### src/hw/lvd_pkg.sv
// Package of register offsets, field positions and timing constants for the low-voltage detector control.
package lvd_pkg;
	localparam logic [3:0] ADDR_CONTROL     = 4'h0;
	localparam logic [3:0] ADDR_LEVEL       = 4'h1;
	localparam logic [3:0] ADDR_IRQ_FLAGS   = 4'h2;
	localparam logic [3:0] ADDR_IRQ_MASK    = 4'h3;
	localparam logic [3:0] ADDR_ENABLE_STAT = 4'h4;
	localparam int         BIT_BELOW        = 0;
	localparam int         BIT_ACTION       = 1;
	localparam int         BIT_SOURCE       = 2;
	localparam int         BIT_ENABLE       = 7;
	localparam int         BIT_IRQ_FLAG     = 0;
	localparam int         BIT_IRQ_MASK     = 0;
	localparam int         BIT_SETTLED      = 0;
	localparam logic [7:0] CONTROL_RESET    = 8'h00;
	localparam logic [3:0] LEVEL_RESET      = 4'h0;
	localparam int         CLK_MHZ          = 200;
	localparam int         SETTLE_US        = 10;
	localparam int         SETTLE_CYCLES    = SETTLE_US * CLK_MHZ;
endpackage : lvd_pkg

### src/hw/level_sync.sv
// Two-stage synchroniser for an asynchronous level.
`timescale 1ns/1ps
module level_sync (
	input  wire logic i_mclk,
	input  wire logic i_nrst,
	input  wire logic i_async,
	output logic      o_sync
);
	logic stage1;

	// The first stage feeds only the second, so metastability never reaches logic.
	always_ff @(posedge i_mclk) begin
		if (!i_nrst) begin
			stage1 <= 1'b0;
			o_sync <= 1'b0;
		end else begin
			stage1 <= i_async;
			o_sync <= stage1;
		end
	end
endmodule : level_sync

### src/hw/low_voltage_detect_interrupt_ctrl.sv
// Register file and event logic of the low-voltage detector in interrupt mode.
`timescale 1ns/1ps
module low_voltage_detect_interrupt_ctrl
#(
	parameter int SETTLE_COUNT = lvd_pkg::SETTLE_CYCLES
) (
	input  wire logic       i_mclk,
	input  wire logic       i_nrst,
	input  wire logic [3:0] i_addr,
	input  wire logic [7:0] i_wdata,
	input  wire logic       i_wr,
	input  wire logic       i_rd,
	input  wire logic       i_supply_below,
	input  wire logic       i_external_below,
	output logic [7:0]      o_rdata,
	output logic            o_detect_irq,
	output logic            o_detector_enable,
	output logic            o_detect_source_select,
	output logic [3:0]      o_detect_level_code,
	output logic            o_detect_action_select
);
	import lvd_pkg::*;

	// The settle counter is sixteen bits wide, and a zero count would report settled at once.
	if (SETTLE_COUNT < 1 || SETTLE_COUNT > 65535) begin : g_settle_check
		$error("SETTLE_COUNT out of range");
	end

	logic       detector_enable;
	logic       detect_source_select;
	logic       detect_action_select;
	logic [3:0] detect_level_code;
	logic       detect_irq_request_flag;
	logic       detect_irq_mask;
	logic       below_level_flag;
	logic       below_prev;
	logic       settled;
	logic [15:0] settle_cnt;
	logic       supply_sync;
	logic       external_sync;

	level_sync u_sync_supply (
		.i_mclk  (i_mclk),
		.i_nrst  (i_nrst),
		.i_async (i_supply_below),
		.o_sync  (supply_sync)
	);
	level_sync u_sync_external (
		.i_mclk  (i_mclk),
		.i_nrst  (i_nrst),
		.i_async (i_external_below),
		.o_sync  (external_sync)
	);

	wire wr_control = i_wr && (i_addr == ADDR_CONTROL);
	wire wr_level   = i_wr && (i_addr == ADDR_LEVEL);
	wire wr_flags   = i_wr && (i_addr == ADDR_IRQ_FLAGS);
	wire wr_mask    = i_wr && (i_addr == ADDR_IRQ_MASK);
	// Source select chooses the compared comparator; the level code only steers the supply comparator.
	wire compared_below = detect_source_select ? external_sync : supply_sync;
	wire next_enable    = wr_control ? i_wdata[BIT_ENABLE] : detector_enable;
	// Without enable the result is forced to the not-below state.
	wire next_below     = detector_enable && compared_below;
	// A crossing in either direction while enabled makes a one-cycle event.
	wire level_event    = detector_enable && (below_level_flag != below_prev);
	// Turning the detector off while below still reports the drop once.
	wire off_event      = detector_enable && !next_enable && below_level_flag;
	wire request        = (level_event || off_event) && !detect_action_select;

	always_ff @(posedge i_mclk) begin
		if (!i_nrst) begin
			detector_enable      <= 1'b0;
			detect_source_select <= 1'b0;
			detect_action_select <= 1'b0;
			detect_level_code    <= LEVEL_RESET;
		end else begin
			detector_enable <= next_enable;
			if (wr_control) begin
				detect_source_select <= i_wdata[BIT_SOURCE];
				detect_action_select <= i_wdata[BIT_ACTION];
			end
			if (wr_level) begin
				detect_level_code <= i_wdata[3:0];
			end
		end
	end

	always_ff @(posedge i_mclk) begin
		if (!i_nrst) begin
			below_level_flag <= 1'b0;
			below_prev       <= 1'b0;
		end else begin
			below_level_flag <= next_below;
			// Forgetting the old level while off makes switching back on while below count as a crossing.
			below_prev       <= detector_enable ? below_level_flag : 1'b0;
		end
	end

	// A hardware set wins over a software clear in the same cycle.
	always_ff @(posedge i_mclk) begin
		if (!i_nrst) begin
			detect_irq_request_flag <= 1'b0;
		end else if (request) begin
			detect_irq_request_flag <= 1'b1;
		end else if (wr_flags) begin
			detect_irq_request_flag <= i_wdata[BIT_IRQ_FLAG];
		end
	end

	always_ff @(posedge i_mclk) begin
		if (!i_nrst) begin
			detect_irq_mask <= 1'b1;
		end else if (wr_mask) begin
			detect_irq_mask <= i_wdata[BIT_IRQ_MASK];
		end
	end

	// Settle counter only reports status; software still owns the wait.
	always_ff @(posedge i_mclk) begin
		if (!i_nrst || !detector_enable) begin
			settle_cnt <= '0;
			settled    <= 1'b0;
		end else if (settle_cnt < 16'(SETTLE_COUNT)) begin
			settle_cnt <= settle_cnt + 16'h0001;
		end else begin
			settled <= 1'b1;
		end
	end

	logic [7:0] next_rdata;
	always_comb begin
		next_rdata = 8'h00;
		case (i_addr)
			ADDR_CONTROL: begin
				next_rdata[BIT_ENABLE] = detector_enable;
				next_rdata[BIT_SOURCE] = detect_source_select;
				next_rdata[BIT_ACTION] = detect_action_select;
				next_rdata[BIT_BELOW]  = below_level_flag;
			end
			ADDR_LEVEL:       next_rdata = {4'h0, detect_level_code};
			ADDR_IRQ_FLAGS:   next_rdata[BIT_IRQ_FLAG] = detect_irq_request_flag;
			ADDR_IRQ_MASK:    next_rdata[BIT_IRQ_MASK] = detect_irq_mask;
			ADDR_ENABLE_STAT: next_rdata[BIT_SETTLED]  = settled;
			default:          next_rdata = 8'h00;
		endcase
	end

	always_ff @(posedge i_mclk) begin
		if (!i_nrst) begin
			o_rdata                <= 8'h00;
			o_detect_irq           <= 1'b0;
			o_detector_enable      <= 1'b0;
			o_detect_source_select <= 1'b0;
			o_detect_level_code    <= LEVEL_RESET;
			o_detect_action_select <= 1'b0;
		end else begin
			o_rdata                <= i_rd ? next_rdata : 8'h00;
			o_detect_irq           <= detect_irq_request_flag && !detect_irq_mask;
			o_detector_enable      <= detector_enable;
			o_detect_source_select <= detect_source_select;
			o_detect_level_code    <= detect_level_code;
			o_detect_action_select <= detect_action_select;
		end
	end
endmodule : low_voltage_detect_interrupt_ctrl

### config.mk
export PLATFORM = sky130hd
export DESIGN_NAME = low_voltage_detect_interrupt_ctrl
export DESIGN_NICKNAME = d
export VERILOG_FILES = /design/src/hw/lvd_pkg.sv /design/src/hw/level_sync.sv /design/src/hw/low_voltage_detect_interrupt_ctrl.sv
export SDC_FILE = /design/constraint.sdc
export NUM_CORES = 1
export LEC_CHECK = 0
export ABC_AREA = 1
export CAP_MARGIN = 20
export CORE_MARGIN = 1.5
export CORE_UTILIZATION = 65
export DETAILED_ROUTE_END_ITERATION = 8
export DONT_BUFFER_PORTS = 1
export PLACE_DENSITY_LB_ADDON = 0.2
export SYNTH_ARGS = -nofsm -noshare
export SYNTH_HDL_FRONTEND = slang
export SYNTH_SLANG_ARGS = --single-unit
### constraint.sdc
create_clock -name i_mclk -period 1.84 [get_ports i_mclk]
set_input_delay 0.368 -clock i_mclk [delete_from_list [all_inputs] [get_ports i_mclk]]
set_output_delay 0.368 -clock i_mclk [all_outputs]
set_load 0.05 [all_outputs]
==> impl_results.md <==
* Status: completed
* Max_cap viols at 0
* Initial cell density of the core at 67.82%
* Max Slew Vio Count at 0
* Arrival @ worst endpoint at around 1.6 ns
* Die ar. at between 3000 and 4000 um2
* Port Buffers at 0
* Placeable Area at 2710 um2
* Via count at between 1000 and 1500
* First-pass GRT wire length at 5202 um
* Critical path's slowest cell: dfxtp_1
* Crit start category: register
* GPL Wtd Cong at 0.8210
* Top cell type by total area after synthesis: dfxtp_1
* Maximum root-to-sink buffer count at 2
* Final min period at approximately 1.4 ns
* Largest net degree at the start of global routing at 20
* Synth cell types at 23
* DIE HEIGHT at 56.18 um
* RSZ-0062 raised after global routing: false
* Post-synthesis cell area at 1838 um2
* Worst setup EP type: register
* DR DRC count at 0
* Flip-flop and latch area at 900.9 um2
* Final Setup Violations at 0
* Hold Path Class: in2reg
* Worst-case clock skew at 0.01759 ns
* Commonest cells in the netlist: nand2_1 (54), dfxtp_1 (45), inv_1 (40)
* CTS H-tree depth at 2
* CTS tree: yes
* Normalized max-slew margin at between 60% and 70%
* Site Rows at 19
* Synth Register Bits at 45
* CP max FO at 5
* TNS Setup at 0 ns
* Fin. Hold Viols at 0
* DR WL/cell at 10.55 um
* Post-DP HPWL at 2229 um
* Top-count cell post-synth: nand2_1
* Area growth syn-to-layout at 4.153%
* GRT Overall Usage at a little over a fifth
* Peak supply drop at between 700 and 800 uV
* Total wire length at about 3000 um
* Setup bufs post-CTS at 0
* Top cell by count, worst path: nand2_1
* Area of the multi-input gates at 735.7 um2
* Synth warnings at 0
* Critical path data required time at 2.09 ns
* Slew @ Worst Pin at 0.5040 ns
* Via-to-Cell Ratio at just over 5
* Final net count at 271
* Critical-path cell list: ha_1, nand2_1, nor2_1, nand3_1, nand2_1, nand2_1, nand2_1, a21oi_2
* DIE WIDTH at ~56 um
* Share of post-route cells with drive strength above 1 at 9.091%
* Post-cts sizing count at 0
* Clock sinks at 45
* Top_reg_cell synth: dfxtp_1
* Placed Cells at 276
* Fmax at about 720 MHz
* Cell leakage power at roughly 0.00085 uW
* CTS Buf Count at 5
* Crit Path Class: reg2reg
* Synth Instances at 249
* CTS Hold Bufs at 0
* Post-synthesis average cell area at roughly 7.4 um2
* Initial antenna violation count at 0
* Largest cells by area after synthesis: dfxtp_1 (49%), nand2_1 (11%), inv_1 (8.2%)
* Post-route ant nets at 0
* EDFF count, synth at 0
* GRT Residual Overflow at 0
* Filler cell count at 241
* Top cell type's share of synthesized area at 49.01%
* Power Dens Cells at 812.5 nW/um2
* CTS clk-pin slew, worst paths at between 0.1 and 0.15 ns
* CTS Root Cell: clkbuf_4
* Num ports at 34
* Crit share post-route at roughly three quarters
* N_diodes at 0
* Sequential area share after synthesis at 49.01%
* Async SR Flop Fraction at 0%
* Vias in the first global route at 1283
* CP max stage delay at 0.44 ns
* Fin cells at 284
* Drt first-iter violations at between 50 and 60
* Router iterations before antenna repair at 4
* Clock Latency Late Sink at 0.35 ns
-- kinds of logic after synthesis --
logic type / Yosys count / synth area share (%)
AND/OR/NAND/NOR: 119 / 28.32
XOR/XNOR: 4 / 1.906
AO/OA/AOI/OAI: 29 / 8.509
other: 1 / 0.2040
buffers and inverters: 50 / 11.37
adder cells (fa/ha/maj): 1 / 0.6806
flip-flops: 45 / 49.01
-- per-stage QoR --
stage | power, uW | util, % | hold slack (ns) | worst slack [ns] | instance area [um2]
finish | 1555 | 70.64 | 0.1129 | 0.4547 | 1914
global route | 1623 | 70.64 | 0.08294 | 0.3336 | 1914
CTS | 1573 | 70.64 | 0.09854 | 0.4521 | 1914
global placement | 1069 | 68.05 | 0.3915 | 0.5115 | 1844
detailed placement | 1070 | 68.05 | 0.3997 | 0.5127 | 1844
floorplan | 1073 | - | 0.3905 | 0.6604 | 1846
-- where the power goes --
group          internal (uW)  leakage, uW  switching (uW)
clock                    222    0.0000413             286
sequential               985     0.000364            12.6
combinational           12.7     0.000445            38.2
total                   1220     0.000850             336
-- path summary, 6_finish.rpt --
kind	cells after the start	slack, ns	startpoint	end
worst min-delay path	2	0.11	i_nrst	o_detect_level_code[2]
worst min register to register	2	0.42	u_sync_supply.stage1	u_sync_supply.o_sync
worst max-delay path	8	0.45	settle_cnt[0]	settle_cnt[8]
worst max register to register	8	0.45	settle_cnt[0]	settle_cnt[8]
-- flip-flops by register name, summed over array words and instances (netlist names), 4 cells and up --
register / flops
settle_cnt: 16
o_rdata: 5
detect_level_code: 4
o_detect_level_code: 4
-- placed cells by master, fill, tap and decap left out --
cell type,n
clkinv_2,1
ha_1,1
nand3_1,20
clkbuf_8,2
nor2_1,26
inv_2,3
nand2_2,2
clkbuf_4,5
inv_1,40
nand4_1,5
dfxtp_1,45
conb_1,3
nand2_1,54
nor2_2,4
buf_4,1
a21oi_2,3
nand3_2,1
xor2_1,4
o21ai_0,11
a21oi_1,14
nor2_4,1
o21ai_1,1
nor3_1,6
-- cell type report --
cell class                      count  area share (%)
Timing Repair Buffer                1          0.3922
Clock buffer                        7           3.399
Inverter                           43           8.431
Clock inverter                      1          0.2614
Multi-Input combinational cell    156           38.43
Tap cell                           31           2.026
Sequential cell                    45           47.06
-- critical path: cells and delay by family, from the launching register on --
family                   cells  cell delay (ns)
AND/OR/NAND/NOR              6             0.56
flip-flops                   1             0.44
adder cells (fa/ha/maj)      1             0.23
AO/OA/AOI/OAI                1             0.05
-- per-layer routing --
metal | part of all wire, % | GRT usage (%) | up-vias
li1 | - | - | 770
met1 | 44 | 25.98 | 627
met2 | 49 | 33.45 | 28
met3 | 5.5 | 8.372 | 5
met4 | 1.3 | 8.844 | 0
met5 | 0 | 0 | -
(Power assumes the default switching activity.)
